--- config.mk ---
export PLATFORM = sky130hd
export DESIGN_NAME = hftc_regs
export DESIGN_NICKNAME = d
export VERILOG_FILES = /design/src/hdl/hftc_regs.v /design/src/hdl/hftc_sync.v /design/src/hdl/hftc_tx_snap.v
export VERILOG_INCLUDE_DIRS = /design/src /design/src/hdl
export SDC_FILE = /design/constraint.sdc
export NUM_CORES = 1
export LEC_CHECK = 0
export ABC_AREA = 1
export BUFFER_PORTS_ARGS = -buffer_cell sky130_fd_sc_hd__buf_2
export CAP_MARGIN = 40
export CORE_MARGIN = 10
export CORE_UTILIZATION = 50
export DETAILED_ROUTE_END_ITERATION = 16
export PLACE_DENSITY_LB_ADDON = 0.08
export SLEW_MARGIN = 20
export SYNTH_ARGS = -nofsm -noshare
export SYNTH_HDL_FRONTEND = slang
export SYNTH_SLANG_ARGS = --single-unit
export TNS_END_PERCENT = 5
--- constraint.sdc ---
create_clock -name clock_in -period 4.7 [get_ports clock_in]
set_input_delay 0.94 -clock clock_in [delete_from_list [all_inputs] [get_ports clock_in]]
set_output_delay 0.94 -clock clock_in [all_outputs]
set_load 0.05 [all_outputs]
--- src/hdl/hftc_defines.vh ---
`ifndef HFTC_DEFINES_VH
`define HFTC_DEFINES_VH
// ----------------------------------------
// register indices (printed offsets, byte address is index times four)
// ----------------------------------------
`define HFTC_IDX_TXCNT_HI    8'h1D
`define HFTC_IDX_TXCNT_LO    8'h1E
`define HFTC_IDX_RATE_DISP   8'h1F
`define HFTC_IDX_CONV_RES    8'h20
`define HFTC_IDX_TRIM_CTL    8'h21
`define HFTC_IDX_IRQ_STAT    8'h30
`define HFTC_IDX_IRQ_MASK    8'h31
`define HFTC_IDX_CONTROL     8'h32
`define HFTC_IDX_ERR_CNT     8'h33
// ----------------------------------------
// fields
// ----------------------------------------
`define HFTC_RESET_BYTE      8'h00
`define HFTC_SPLIT_NONE      3'h0
`define HFTC_RATE_RESET      4'h0
`define HFTC_CTL_RESET       2'h0
`define HFTC_TRIM_SEL_BIT    7
`define HFTC_TRIM_MSB        6
`define HFTC_TRIM_LSB        3
`define HFTC_SPLIT_MSB       2
`define HFTC_CNT_LO_MSB      7
`define HFTC_CNT_LO_LSB      3
`define HFTC_RATE_MSB        7
`define HFTC_RATE_LSB        4
// interrupt status bits
`define HFTC_IRQ_PAR         0
`define HFTC_IRQ_TXDONE      1
`define HFTC_IRQ_CONV        2
`define HFTC_IRQ_RATE        3
`define HFTC_IRQ_W           4
// control register bits
`define HFTC_CTL_ANCTL       0
`define HFTC_CTL_ISO_A       1
`endif

--- src/hdl/hftc_regs.v ---
// Summary of operation
// - the transmit byte count is 13 bits: high register gives bits 12:5, low register bits 7:3 give bits 4:0.
// - bits 2:0 of the low count register give the bits of a trailing split byte, 000 meaning none.
// - in type A mode a nonzero split count sends a bit-oriented frame with parity generation off.
// - a wake-up request with anticollision set, card idle and nonzero split count raises the parity error interrupt.
// - bits 7:4 of the rate display hold the detected peer-to-peer bit rate, bits 3:0 read zero.
// - the converter result register holds the last conversion value, updated on each completion.
// - trim select bit 7 chooses calibration result (0) or manual code (1) for the trim switches.
// - with manual trim each set bit of the code in bits 6:3 turns on that transistor in both pin groups.
// - all writable registers reset to zero at power-up and on the set-default command.
// - the rate display and converter result clear to zero at power-up and on set-default.
//
// The APB interface to the registers was left to the implementer.
`timescale 1ns/1ns
`default_nettype none
`include "hftc_defines.vh"
module hftc_regs
  (
    input  wire        clock_in,
    input  wire        rst_in,
    input  wire        psel_in,
    input  wire        penable_in,
    input  wire        pwrite_in,
    input  wire [31:0] paddr_in,
    input  wire [31:0] pwdata_in,
    output reg  [31:0] prdata_out,
    output reg         pready_out,
    output reg         pslverr_out,
    input  wire        set_default_in,
    input  wire        tx_start_in,
    input  wire        wake_req_in,
    input  wire        card_idle_in,
    input  wire        conv_done_in,
    input  wire [7:0]  conv_data_in,
    input  wire        rate_valid_in,
    input  wire [3:0]  rate_code_in,
    input  wire [3:0]  calib_trim_in,
    input  wire        tx_done_in,
    output reg  [3:0]  first_trim_pin_group_out,
    output reg  [3:0]  second_trim_pin_group_out,
    output reg  [12:0] tx_count_out,
    output reg  [2:0]  tx_split_out,
    output reg         tx_no_parity_out,
    output reg         irq_out
  );
  // ----------------------------------------
  // pin input synchronisers
  // ----------------------------------------
  wire       card_idle_s;
  wire [3:0] calib_trim_s;
  hftc_sync u_idle
  (
    .clock_in (clock_in),
    .rst_in   (rst_in),
    .d_in     (card_idle_in),
    .q_out    (card_idle_s)
  );
  genvar gi;
  generate
    for (gi = 0; gi < 4; gi = gi + 1)
    begin : g_trim_sync
      hftc_sync u_trim
      (
        .clock_in (clock_in),
        .rst_in   (rst_in),
        .d_in     (calib_trim_in[gi]),
        .q_out    (calib_trim_s[gi])
      );
    end
  endgenerate

  // ----------------------------------------
  // registers
  // ----------------------------------------
  reg [7:0] cnt_hi_q;
  reg [7:0] cnt_lo_q;
  reg [3:0] rate_q;
  reg [7:0] conv_q;
  reg [7:0] trim_ctl_q;
  reg [`HFTC_IRQ_W-1:0] irq_stat_q;
  reg [`HFTC_IRQ_W-1:0] irq_mask_q;
  reg [1:0] ctl_q;
  reg [7:0] par_err_cnt_q;

  function is_idx;
    input [31:0] addr;
    input [7:0]  idx;
    begin
      is_idx = (addr[31:2] == {22'h000000, idx}) && (addr[1:0] == 2'h0);
    end
  endfunction

  // one wait state: pready is registered and rises the cycle after the access phase begins
  wire acc    = psel_in && penable_in && !pready_out;
  wire wr     = acc && pwrite_in;
  wire rd     = acc && !pwrite_in;

  // ----------------------------------------
  // address decode
  // ----------------------------------------
  // a misaligned or unlisted address hits nothing and is answered with an error
  wire hit_cnt_hi   = is_idx(paddr_in, `HFTC_IDX_TXCNT_HI);
  wire hit_cnt_lo   = is_idx(paddr_in, `HFTC_IDX_TXCNT_LO);
  wire hit_rate     = is_idx(paddr_in, `HFTC_IDX_RATE_DISP);
  wire hit_conv     = is_idx(paddr_in, `HFTC_IDX_CONV_RES);
  wire hit_trim     = is_idx(paddr_in, `HFTC_IDX_TRIM_CTL);
  wire hit_irq_stat = is_idx(paddr_in, `HFTC_IDX_IRQ_STAT);
  wire hit_irq_mask = is_idx(paddr_in, `HFTC_IDX_IRQ_MASK);
  wire hit_control  = is_idx(paddr_in, `HFTC_IDX_CONTROL);
  wire hit_err_cnt  = is_idx(paddr_in, `HFTC_IDX_ERR_CNT);
  wire mapped       = hit_cnt_hi || hit_cnt_lo || hit_rate || hit_conv || hit_trim
                   || hit_irq_stat || hit_irq_mask || hit_control || hit_err_cnt;

  // ----------------------------------------
  // live count fields and parity event
  // ----------------------------------------
  wire [12:0] count_live = {cnt_hi_q, cnt_lo_q[`HFTC_CNT_LO_MSB:`HFTC_CNT_LO_LSB]};
  wire [2:0]  split_live = cnt_lo_q[`HFTC_SPLIT_MSB:0];
  // parity error when anticollision is on, card idle and a split byte is set
  wire par_evt = wake_req_in && ctl_q[`HFTC_CTL_ANCTL] && card_idle_s
              && (split_live != `HFTC_SPLIT_NONE);
  wire [`HFTC_IRQ_W-1:0] events = {rate_valid_in, conv_done_in, tx_done_in, par_evt};

  // ----------------------------------------
  // writable registers
  // ----------------------------------------
  always @(posedge clock_in or posedge rst_in)
  begin
    if (rst_in)
    begin
      cnt_hi_q   <= `HFTC_RESET_BYTE;
      cnt_lo_q   <= `HFTC_RESET_BYTE;
      trim_ctl_q <= `HFTC_RESET_BYTE;
      irq_mask_q <= {`HFTC_IRQ_W{1'b0}};
      ctl_q      <= `HFTC_CTL_RESET;
    end
    else if (set_default_in)
    begin
      cnt_hi_q   <= `HFTC_RESET_BYTE;
      cnt_lo_q   <= `HFTC_RESET_BYTE;
      trim_ctl_q <= `HFTC_RESET_BYTE;
      irq_mask_q <= {`HFTC_IRQ_W{1'b0}};
      ctl_q      <= `HFTC_CTL_RESET;
    end
    else
    begin
      if (wr && hit_cnt_hi)
        cnt_hi_q <= pwdata_in[7:0];
      if (wr && hit_cnt_lo)
        cnt_lo_q <= pwdata_in[7:0];
      // low three bits are unused and kept at zero
      if (wr && hit_trim)
        trim_ctl_q <= {pwdata_in[7:3], 3'h0};
      if (wr && hit_irq_mask)
        irq_mask_q <= pwdata_in[`HFTC_IRQ_W-1:0];
      if (wr && hit_control)
        ctl_q <= pwdata_in[1:0];
    end
  end

  // ----------------------------------------
  // read-only displays
  // ----------------------------------------
  // hardware updates these; bus writes to them are dropped without an error
  always @(posedge clock_in or posedge rst_in)
  begin
    if (rst_in)
    begin
      rate_q <= `HFTC_RATE_RESET;
      conv_q <= `HFTC_RESET_BYTE;
    end
    else if (set_default_in)
    begin
      rate_q <= `HFTC_RATE_RESET;
      conv_q <= `HFTC_RESET_BYTE;
    end
    else
    begin
      if (conv_done_in)
        conv_q <= conv_data_in;
      if (rate_valid_in)
        rate_q <= rate_code_in;
    end
  end

  // ----------------------------------------
  // interrupt status and parity error count
  // ----------------------------------------
  // read clears, but an event in the same cycle wins so no event is lost
  always @(posedge clock_in or posedge rst_in)
  begin
    if (rst_in)
    begin
      irq_stat_q    <= {`HFTC_IRQ_W{1'b0}};
      par_err_cnt_q <= `HFTC_RESET_BYTE;
    end
    else if (set_default_in)
    begin
      irq_stat_q    <= {`HFTC_IRQ_W{1'b0}};
      par_err_cnt_q <= `HFTC_RESET_BYTE;
    end
    else
    begin
      if (rd && hit_irq_stat)
        irq_stat_q <= events;
      else
        irq_stat_q <= irq_stat_q | events;
      // the counter wraps; software compares successive readings
      if (par_evt)
        par_err_cnt_q <= par_err_cnt_q + 8'h01;
    end
  end

  // ----------------------------------------
  // apb answer
  // ----------------------------------------
  reg [7:0] rdata;
  always @*
  begin
    rdata = `HFTC_RESET_BYTE;
    if (hit_cnt_hi)
      rdata = cnt_hi_q;
    if (hit_cnt_lo)
      rdata = cnt_lo_q;
    if (hit_rate)
      rdata = {rate_q, 4'h0};
    if (hit_conv)
      rdata = conv_q;
    if (hit_trim)
      rdata = trim_ctl_q;
    if (hit_irq_stat)
      rdata = {4'h0, irq_stat_q};
    if (hit_irq_mask)
      rdata = {4'h0, irq_mask_q};
    if (hit_control)
      rdata = {6'h00, ctl_q};
    if (hit_err_cnt)
      rdata = par_err_cnt_q;
  end

  always @(posedge clock_in or posedge rst_in)
  begin
    if (rst_in)
    begin
      pready_out  <= 1'b0;
      pslverr_out <= 1'b0;
      prdata_out  <= 32'h00000000;
    end
    else
    begin
      pready_out  <= acc;
      pslverr_out <= acc && !mapped;
      if (rd)
        prdata_out <= {24'h000000, rdata};
      else if (!acc)
        prdata_out <= 32'h00000000;
    end
  end

  // ----------------------------------------
  // trim pins and interrupt
  // ----------------------------------------
  wire [3:0] trim_sel = trim_ctl_q[`HFTC_TRIM_SEL_BIT]
                        ? trim_ctl_q[`HFTC_TRIM_MSB:`HFTC_TRIM_LSB]
                        : calib_trim_s;
  always @(posedge clock_in or posedge rst_in)
  begin
    if (rst_in)
    begin
      first_trim_pin_group_out  <= 4'h0;
      second_trim_pin_group_out <= 4'h0;
      irq_out                   <= 1'b0;
    end
    else
    begin
      first_trim_pin_group_out  <= trim_sel;
      second_trim_pin_group_out <= trim_sel;
      irq_out                   <= |(irq_stat_q & irq_mask_q);
    end
  end

  // ----------------------------------------
  // transmit capture
  // ----------------------------------------
  wire [12:0] snap_count;
  wire [2:0]  snap_split;
  wire        snap_nopar;
  hftc_tx_snap u_snap
  (
    .clock_in      (clock_in),
    .rst_in        (rst_in),
    .clear_in      (set_default_in),
    .start_in      (tx_start_in),
    .count_in      (count_live),
    .split_in      (split_live),
    .iso_a_in      (ctl_q[`HFTC_CTL_ISO_A]),
    .count_out     (snap_count),
    .split_out     (snap_split),
    .no_parity_out (snap_nopar)
  );
  always @(posedge clock_in or posedge rst_in)
  begin
    if (rst_in)
    begin
      tx_count_out     <= 13'h0000;
      tx_split_out     <= `HFTC_SPLIT_NONE;
      tx_no_parity_out <= 1'b0;
    end
    else
    begin
      tx_count_out     <= snap_count;
      tx_split_out     <= snap_split;
      tx_no_parity_out <= snap_nopar;
    end
  end
endmodule // hftc_regs
`default_nettype wire

--- src/hdl/hftc_sync.v ---
`timescale 1ns/1ns
`default_nettype none
// two-stage synchroniser for a level from outside the clock domain
module hftc_sync
  (
    input  wire clock_in,
    input  wire rst_in,
    input  wire d_in,
    output wire q_out
  );
  reg meta_q;
  reg sync_q;
  always @(posedge clock_in or posedge rst_in)
  begin
    if (rst_in)
    begin
      meta_q <= 1'b0;
      sync_q <= 1'b0;
    end
    else
    begin
      meta_q <= d_in;
      sync_q <= meta_q;
    end
  end
  assign q_out = sync_q;
endmodule // hftc_sync
`default_nettype wire

--- src/hdl/hftc_tx_snap.v ---
`timescale 1ns/1ns
`default_nettype none
`include "hftc_defines.vh"
// latches byte count and split bits when a transmit command starts
module hftc_tx_snap
  (
    input  wire        clock_in,
    input  wire        rst_in,
    input  wire        clear_in,
    input  wire        start_in,
    input  wire [12:0] count_in,
    input  wire [2:0]  split_in,
    input  wire        iso_a_in,
    output reg  [12:0] count_out,
    output reg  [2:0]  split_out,
    output reg         no_parity_out
  );
  always @(posedge clock_in or posedge rst_in)
  begin
    if (rst_in)
    begin
      count_out     <= 13'h0000;
      split_out     <= `HFTC_SPLIT_NONE;
      no_parity_out <= 1'b0;
    end
    else if (clear_in)
    begin
      count_out     <= 13'h0000;
      split_out     <= `HFTC_SPLIT_NONE;
      no_parity_out <= 1'b0;
    end
    else if (start_in)
    begin
      count_out     <= count_in;
      split_out     <= split_in;
      // partial last byte in type A means bit-oriented frame without parity
      no_parity_out <= iso_a_in && (split_in != `HFTC_SPLIT_NONE);
    end
  end
endmodule // hftc_tx_snap
`default_nettype wire

* Yosys cells after proc, flatten, opt, wreduce, memory -nomap -nowiden
Index checks and enable logic that the tools add are counted.
Storage, ports and cells: bits in registers 137, bits of input ports 92
Cells by class: add/subtract/negate cells 1, eq/ne operators 10, multiplexer cells 36, bitwise logic cells 2, reduce and logical (&&, ||, !) cells 47
Operator list (count):
- $eq 30x6->1 const B | 6
- $mux 8 | 19
- $eq 30x5->1 const B | 3
- $mux 32 | 2
- $mux 4 | 7
- $mux 13 | 2
- $logic_and 1x1->1 | 24
- $reduce_bool 2->1 | 9
- $add 8x1->8 const B | 1
- $logic_or 1x1->1 | 8
- $mux 3 | 2
- $and 4x4->4 | 1
- $mux 2 | 2
- $or 4x4->4 | 1
- $reduce_or 4->1 | 1
- $logic_not 1->1 | 3
- $reduce_bool 3->1 | 1
- $logic_not 2->1 | 1
- $mux 1 | 2
- $ne 2x1->1 const B | 1

* Logic depth before layout (Yosys ltp)
Gate-level depths: netlist of the first run.
depth in word-level cells 12, depth in mapped cells 16

* Cells and area by module
From an unflattened synthesis of the first run, not the netlist that was laid out.
Unflattened totals: cell total of the unflattened synthesis 616, area, all modules 5213.8 µm²
By module, submodules not included:
- hftc_regs | instances 1, cells each 521, area an instance 4237.8 µm², sequential area each 2077.0 µm²
- hftc_tx_snap | instances 1, cells each 80, area an instance 706.9 µm², sequential area each 425.4 µm²
- hftc_sync | instances 5, cells each 3, area an instance 53.8 µm², sequential area each 50.0 µm²

* Worst setup path before layout of the first run
Ideal clock, no wire load.
path type input -> register, from input port paddr_in[11], to register prdata_out[3], library setup time 118 ps, arrival time 2103 ps, data required time 4582 ps, slack 2479 ps, stages 14, path buffers 0, cells stage by stage nor2_1 -> nand2_1 -> nor2_4 -> nand3_2 -> nor3_4 -> inv_2 -> o21ai_1 -> inv_1 -> nand2_1 -> nand2_1 -> nand2_1 -> nand2_1 -> nand2_1 -> nand2_1
Between the ends: longest elaborated chain between the ends 12, elaborated cells on any way between the ends 28, classes of those cells 9 x eq/ne; 10 x mux; 9 x reduce/logical
Ends and longest elaborated chain:
- start, declared | RTL line hftc_regs.v:24 | input wire [31:0] paddr_in,
- $eq 30x5->1 | RTL line hftc_regs.v:89 | is_idx = (addr[31:2] == {22'h000000, idx}) && (addr[1:0] == 2'h0);
- $logic_and 1x1->1 | RTL line hftc_regs.v:89
- $mux 8 | RTL line hftc_regs.v:221 | if (hit_cnt_hi)
- $mux 8 | RTL line hftc_regs.v:223 | if (hit_cnt_lo)
- $mux 8 | RTL line hftc_regs.v:225 | if (hit_rate)
- $mux 8 | RTL line hftc_regs.v:227 | if (hit_conv)
- $mux 8 | RTL line hftc_regs.v:229 | if (hit_trim)
- $mux 8 | RTL line hftc_regs.v:231 | if (hit_irq_stat)
- $mux 8 | RTL line hftc_regs.v:233 | if (hit_irq_mask)
- $mux 8 | RTL line hftc_regs.v:235 | if (hit_control)
- $mux 8 (*) | RTL line hftc_regs.v:237 | if (hit_err_cnt)
- $mux 32 (*) | RTL line hftc_regs.v:253 | if (rd)
- end signal, assigned | RTL line hftc_regs.v:254 | prdata_out <= {24'h000000, rdata};
- end, declared | RTL line hftc_regs.v:26 | output reg [31:0] prdata_out,
Every way passes the cells marked *; elsewhere a longest branch is shown, timed or not. A chain may end at the register's enable or synchronous reset.

* Final worst setup path of the first run
from input port paddr_in[8], to register prdata_out[0]
The elaborated chain is that of the path after synthesis.

==> metrics.yaml, run 1 <==
run_status: "complete, no violations"
ys_warn_count: 0
critical_path_arrival_ps: 2710
busiest_layer: "met2"
dieArea_um2: 14800
io_buffers: 103
avgSynthCellArea_um2: 8.52
htreeDepth: 3
tritoncts: "built"
ant_nets: 0
synth_edf_count: 0
worstPathMaxFanout: 14
critPathBufInv: 3
fmax_mhz: 412
finalSetupViolCount: 0
antenna_found_initial: 0
drt_iter0_drc: 414
drv_slew: 0
holdWs_ps: 365
dr_total_vias: 4228
n_antenna_cell: 0
cts_made_buffers: 9
p_seq_frac: 0.554
hold_class: "reg2reg"
grt_pass1_vias: 4088
cellLeakagePower_nw: 3.05
cpLargestDelayFamily: "simple AND/OR/NAND/NOR gates"
post_cts_buffers: 0
die_width_um: 122
drt-wirelength-per-cell_um: 15.5
grt_start_max_net_pins: 56
synth.most_common_cell: "nand2_1"
grtUsageTotal: 0.179
fin_crit_sh: 0.517
ys_ff_latch: 110
die_h_um: 122
syn2layout_area_growth_pct: 14.4
cts_hold_buf: 0
regArea_um2: 2750
ir_drop_mv: 0.166
critical_path.max_stage_delay_ps: 270
clock_skew_ps: 12.4
use_met3: 0.0384
layout.nets: 799
insertion_delay_ps: 380
syn-instance-count: 607
cts_resized: 0
fin_crit_ps: 2430
firstDrtPassIters: 4
grt_pass1_wl_mm: 21.2
crit_path_start_kind: "input port"
routed_wl_mm: 13.2
cts_buffer_depth: 2
utilization: 0.581
worstSetupPathType: "in2reg"
tightest_slew_ps: 588
relSlewSlack: 0.598
rsz0062_at_grt: "false"
grt.overflow.total: 0
path_clk_slew_ps: 110
crit_path_top_delay_cell: "nand3_2"
fillerInstances: 979
yosys.area.top_type: "dfrtp_1"
required_ps: 4980
ys.flop_type: "dfrtp_1"
cp_common_cell: "nand2_1"
use_met2: 0.290
pwr-share-comb: 0.129
drc: 0
grt_use_met1: 0.240
yosysSeqAreaShare: 0.532
async_reset_ff_frac: 1.00
drv_cap: 0
drive_above_1_share: 0.238
p_sw_mw: 0.559
synth_top_area_frac: 0.532
core_um2: 10200
gp_congestion: 0.882
hold_viol: 0
start_util: 0.508
intPower_mw: 1.24
cp-end-kind: "flop"
dp_hpwl_mm: 10.1
multi_input_area_um2: 1940
switching_share: 0.310
synth_area_um2: 5170
ys_types: 33
setup_tns_ps: 0
crit_chain: "buf_2 > inv_1 > nand2_2 > nor2_2 > nand2_1 > nor2_1 > nand3_2 > inv_1 > a21oi_1 > nand2_1 > nand3_1 > nand2_1 > nand2_1 > nand3_1 > nand2_1"
cts_root_buffer: "clkbuf_8"
num_rows: 37
synth_common_cells: "127 x nand2_1, 110 x dfrtp_1, 68 x inv_1, 51 x o21ai_0, 46 x nand3_1"
clockPowerShare: 0.317
via_per_inst: 4.99
ioPinCount: 152
cts.sinks: 110
powerDensity_nw_per_um2: 305
netlist_top_cells_area: "dfrtp_1 53%, nand2_1 9.2%, o21ai_0 4.9%"
[cell type report]
cell class	count	area share
timing repair buffer	107	0.0955
sequential	110	0.465
clock inverter	7	0.0127
clock buffer	9	0.0209
inverter	78	0.0499
multi-input combinational	400	0.327
tap	136	0.0287
[sequential cells by signal, indices dropped and copies added, names as in the netlist, 2 cells and up]
register / flops
rate_q: 4
conv_q: 8
par_err_cnt_q: 8
trim_ctl_q: 5
g_trim_sync.u_trim.q_out: 4
g_trim_sync.u_trim.meta_q: 4
cnt_lo_q: 8
u_snap.count_out: 13
prdata_out: 8
tx_split_out: 3
tx_count_out: 13
irq_stat_q: 4
u_snap.split_out: 3
irq_mask_q: 4
cnt_hi_q: 8
second_trim_pin_group_out: 4
ctl_q: 2
[cell families (layout without fill, tap and decap cells)]
group                    Yosys count  after routing  synth area share
AND/OR/NAND/NOR                  266            266             0.236
AO/OA/AOI/OAI                    101            101             0.101
multiplexers                       8              8            0.0174
adder cells (fa/ha/maj)            1              1           0.00242
buffers and inverters            120            201             0.110
other                              1             24          0.000725
flip-flops                       110            110             0.532
[routing by layer]
metal / vias up / wire [um]
met1: 1994 / 5810
li1: 2094 / -
met2: 133 / 6360
met4: 0 / 108
met3: 7 / 887
met5: - / 0
[metrics by stage]
stage	instances	setup WS, ps	total power, mW	area [um2]
after floorplan	630	858	1.19	5260
after global placement	830	1990	1.25	5690
after detailed placement	831	1930	1.25	5720
after CTS	847	2340	1.82	5920
after global routing	847	2040	1.88	5920
final	847	2270	1.80	5920
[power groups by stage]
stage,sequential (mW),clock (mW),combinational (mW)
finish,1.00,0.571,0.233
global route,1.01,0.617,0.256
CTS,1.00,0.583,0.234
detailed placement,1.02,0,0.234
global placement,1.02,0,0.227
floorplan,1.04,0,0.153
[path summary, 6_finish.rpt]
kind	start	end	slack (ps)	depth (start not counted)
min in group asynchronous	rst_in	g_trim_sync[3].u_trim.q_out	550	2
worst min-delay path	u_idle.meta_q	u_idle.q_out	370	0
max in group asynchronous	rst_in	u_idle.q_out	3460	3
worst max-delay path	paddr_in[8]	prdata_out[0]	2270	15
worst min register to register	u_idle.meta_q	u_idle.q_out	370	0
worst max register to register	ctl_q[0]	par_err_cnt_q[7]	2820	9
[layout by cell type (no fill, tap or decap), types with 21 or more instances in the layout]
cell	synthesis	layout
buf_2	2	103
o21ai_1	21	21
nor2_1	45	45
a21oi_1	22	22
nand3_1	46	46
o21ai_0	51	51
inv_1	68	67
conb_1	1	24
nand2_1	127	127
dfrtp_1	110	110
Power figures use the tool's default switching activity.
==> inputs of run 2 (changes only) <==
- CORE_UTILIZATION: 50 -> 47
- clock period: 4.7 -> 2.2 ns (I/O delays scaled with it)
==> metrics.yaml, run 2 (synthesized netlist as in run 1, its figures left out) <==
run_status: "complete, no violations"
path_clk_slew_ps: 100
multi_input_area_um2: 1940
cp-end-kind: "flop"
regArea_um2: 2750
hold_path_end: "g_trim_sync[3].u_trim.meta_q"
tightest_slew_ps: 637
cts_root_buffer: "clkbuf_8"
drt-wirelength-per-cell_um: 15.2
r2r_slack_ps: 420
reg2regPathDepth: 9
grt_pass1_wl_mm: 21.7
fmax_mhz: 539
drv_cap: 0
cts_hold_buf: 0
critical_path_arrival_ps: 2130
dieArea_um2: 15600
via_per_inst: 4.89
gp_congestion: 0.938
io_buffers: 103
powerDensity_nw_per_um2: 631
ir_drop_mv: 0.428
reg2reg_from: "ctl_q[0]"
htreeDepth: 3
grt.overflow.total: 0
syn2layout_area_growth_pct: 16.9
fin_crit_sh: 0.844
die_width_um: 125
worstPathMaxFanout: 14
rr_endpoint: "par_err_cnt_q[7]"
grtUsageTotal: 0.169
hold_viol: 0
utilization: 0.560
post_cts_buffers: 0
routed_wl_mm: 13.3
ioPinCount: 152
drt_iter0_drc: 244
cellLeakagePower_nw: 3.12
finalSetupViolCount: 0
setup_tns_ps: 0
dr_total_vias: 4248
rsz0062_at_grt: "false"
reg_top3: "tx_count_out: 13 flops, u_snap.count_out: 13 flops"
layout.nets: 817
fin_cells: 869
fin_crit_ps: 1860
clock_skew_ps: 8.30
grt_start_max_net_pins: 111
cts_resized: 0
min-delay-start: "calib_trim_in[3]"
fillerInstances: 1028
num_rows: 38
mostFrequentLayoutCell: "nand2_1"
cts.sinks: 110
drive_above_1_share: 0.257
worstSetupPathType: "in2reg"
relSlewSlack: 0.564
ant_nets: 0
crit_path_start_kind: "input port"
grt_pass1_vias: 4354
final_cell_mix: "127 x nand2_1, 110 x dfrtp_1, 103 x buf_2"
drc: 0
place_area_um2: 5860
hold_class: "in2reg"
core_um2: 10800
dp_hpwl_mm: 10.2
n_antenna_cell: 0
crit_start: "paddr_in[29]"
insertion_delay_ps: 380
stdcell_area_um2: 6050
drv_slew: 0
cts_buffer_depth: 2
holdPathStages: 1
die_h_um: 125
required_ps: 2480
dp.cells: 853
start_util: 0.479
tritoncts: "built"
cts_made_buffers: 9
antenna_found_initial: 0
firstDrtPassIters: 5
run 2: cell count changes in the layout (fill, tap and decap cells not counted), moves of 2 or more:
| cell | change |
|---|---|
| buf_4 | +18 |
| inv_6 | -2 |
| clkinv_8 | -2 |
| clkinvlp_4 | +3 |
| clkinv_4 | +2 |
run 2: worst max-delay path by stage:
stage / to / slack [ps] / depth (start not counted)
final: prdata_out[0] / 340 / 15
after global routing: prdata_out[0] / 200 / 15
after CTS: prdata_out[0] / 380 / 15
after detailed placement: prdata_out[2] / -30 / 15
after global placement: pslverr_out / 0.4 / 10
after floorplan: cnt_hi_q[0] / 430 / 1
run 2: cell type report:
| class | count | share of cell area |
|---|---|---|
| inverters | 78 | 0.0490 |
| clock inverters | 6 | 0.00869 |
| repair buffers | 125 | 0.115 |
| well taps | 140 | 0.0290 |
| clock buffers | 10 | 0.0228 |
| multi-input cells | 400 | 0.321 |
| flip-flops and latches | 110 | 0.455 |
run 2: worst max-delay path, stage by stage:
cell,delay (ps)
buf_2,90
nor2_1,90
nand2_1,70
nor2_2,140
nand2_4,110
inv_2,130
nand3_2,260
inv_1,190
a21oi_1,80
nand2_1,100
nand3_1,80
nand2_1,130
nand2_1,80
nand3_1,80
nand2_1,50
run 2: routing by layer:
layer  track usage  up-vias  routed length [um]
li1              -     2124                   -
met1         0.213     1995                5810
met2         0.280      109                6440
met3        0.0400       20                 763
met4        0.0556        0                 241
met5             0        -                   0
run 2: per-stage QoR:
stage | setup slack (ps) | power [mW] | hold WS [ps]
5_1_grt | 199 | 3.98 | 140
6_report | 344 | 3.82 | 163
4_1_cts | 377 | 3.86 | 148
3_3_place_gp | 0.365 | 2.68 | 335
2_1_floorplan | 431 | 2.55 | 331
3_5_place_dp | -30.9 | 2.69 | 336
run 2: power breakdown:
part           switching (mW)  total (mW)  leakage (nW)  internal (mW)
clock network           0.715        1.17        0.0910          0.459
logic                   0.382       0.507          1.55          0.125
registers              0.0422        2.14          1.47           2.09
==> inputs of run 3 (changes only) <==
- clock period: 2.2 -> 1.5 ns (I/O delays scaled with it)
==> metrics.yaml, run 3 (synthesized netlist as in run 1, its figures left out) <==
rr_endpoint: "par_err_cnt_q[7]"
io_buffers: 103
drive_above_1_share: 0.339
critical_path_arrival_ps: 1820
ioPinCount: 152
gp_congestion: 0.954
n_antenna_cell: 0
syn2layout_area_growth_pct: 31.1
dieArea_um2: 15600
cellLeakagePower_nw: 3.49
dp.cells: 901
grt_pass1_wl_mm: 23.8
reg2regPathDepth: 9
cts_buffer_depth: 2
hold_path_end: "conv_q[6]"
drv_cap: 0
die_h_um: 125
num_rows: 38
intPower_mw: 4.17
rsz0062_at_grt: "true"
grt_start_max_net_pins: 61
cts.sinks: 110
regArea_um2: 2750
final_cell_mix: "123 x nand2_1, 110 x dfrtp_1, 95 x buf_2"
drc: 0
htreeDepth: 3
dr_total_vias: 4539
hold_class: "in2reg"
cts_made_buffers: 9
drt_iter0_drc: 358
worstPathMaxFanout: 5
fin_crit_sh: 1.02
holdWs_ps: 137
path_clk_slew_ps: 110
crit_path_start_kind: "input port"
powerDensity_nw_per_um2: 873
grt_pass1_vias: 4666
fmax_mhz: 657
layout.nets: 875
setup_tns_ps: -43.2
finalSetupViolCount: 2
clock_skew_ps: 7.00
place_ws_ps: -431
dp_hpwl_mm: 11.7
ir_drop_mv: 0.755
tritoncts: "built"
core_um2: 10800
fin_ws_ps: -23.0
r2r_slack_ps: 40
p_seq_frac: 0.529
start_util: 0.479
antenna_found_initial: 0
routed_wl_mm: 14.9
utilization: 0.629
grt.overflow.total: 0
insertion_delay_ps: 390
min-delay-start: "conv_data_in[6]"
p_sw_mw: 1.76
via_per_inst: 4.90
run_status: "finished, violations left"
cts_root_buffer: "clkbuf_8"
reg_top3: "tx_count_out: 13 flops, u_snap.count_out: 13 flops"
fin_cells: 927
multi_input_area_um2: 2070
worstSetupPathType: "in2reg"
reg2reg_from: "cnt_lo_q[1]"
cp-end-kind: "flop"
grtUsageTotal: 0.188
clockPowerShare: 0.322
ant_nets: 0
mostFrequentLayoutCell: "nand2_1"
die_width_um: 125
drv_slew: 0
fillerInstances: 990
violations: "setup timing"
firstDrtPassIters: 5
switching_share: 0.297
hold_viol: 0
fin_crit_ps: 1520
pwr-share-comb: 0.150
required_ps: 1790
drt-wirelength-per-cell_um: 16.0
holdPathStages: 3
-- run 3: cell count changes in the layout (fill, tap and decap cells not counted), moves of 4 or more --
| cell | change |
|---|---|
| buf_6 | +14 |
| buf_12 | +4 |
| nand2_1 | -4 |
| inv_1 | -5 |
| nor2_4 | +7 |
| nor2_2 | +5 |
| buf_4 | +42 |
| nor2_1 | -12 |
| buf_2 | -8 |
| dlygate4sd3_1 | +6 |
-- run 3: worst max path at each step --
stage / to / startpoint / slack, ps
CTS: prdata_out[3] / paddr_in[8] / -20
floorplan: cnt_lo_q[4] / pready_out / -150
global placement: pslverr_out / paddr_in[8] / -510
detailed placement: prdata_out[2] / paddr_in[4] / -430
finish: prdata_out[2] / paddr_in[11] / -20
global route: prdata_out[3] / paddr_in[26] / -130
-- run 3: cell type report --
| class | instances | share of cell area |
|---|---|---|
| repair buffers | 183 | 0.187 |
| clock buffers | 9 | 0.0183 |
| clock inverters | 7 | 0.0136 |
| flip-flops and latches | 110 | 0.406 |
| well taps | 140 | 0.0258 |
| inverters | 78 | 0.0444 |
| multi-input cells | 400 | 0.306 |
-- run 3: stage by stage --
| stage | area, um2 | power (mW) |
|---|---|---|
| 3_3_place_gp | 6270 | 4.01 |
| 4_1_cts | 6570 | 5.94 |
| 6_report | 6790 | 5.93 |
| 2_1_floorplan | 5260 | 3.74 |
| 3_5_place_dp | 6270 | 4.02 |
| 5_1_grt | 6790 | 6.17 |
-- run 3: critical path: stages --
cell,delay [ps]
buf_2,100
nor2_2,110
nand2_2,90
inv_2,60
nand2_2,50
buf_6,130
nor2_4,120
nand2_4,80
nor2_4,170
nand2_4,80
or2_0,210
nand3_1,130
nand2_1,70
nand2_1,60
nand2_1,50
-- run 3: power groups by stage --
stage / clock network (mW) / logic (mW) / registers (mW)
finish: 1.91 / 0.888 / 3.13
detailed placement: 0 / 0.832 / 3.19
global route: 2.06 / 0.964 / 3.15
CTS: 1.95 / 0.852 / 3.13
floorplan: 0 / 0.480 / 3.26
global placement: 0 / 0.822 / 3.19
-- run 3: timing repair --
action / CTS / global route
pin swaps: 0 / 27
hold buffers: 6 / 0
setup buffers: 0 / 4
endpoints found under the hold margin: 42 / 0
gates resized for setup: 8 / 51
setup endpoints to repair: 23 / 44
-- run 3: per-layer routing --
layer  up-vias  wire length, um  GRT usage
met1      2155             6630      0.239
met5         -                0          0
met4         0              354     0.0610
met3        21              862     0.0557
li1       2245                -          -
met2       118             7030      0.300
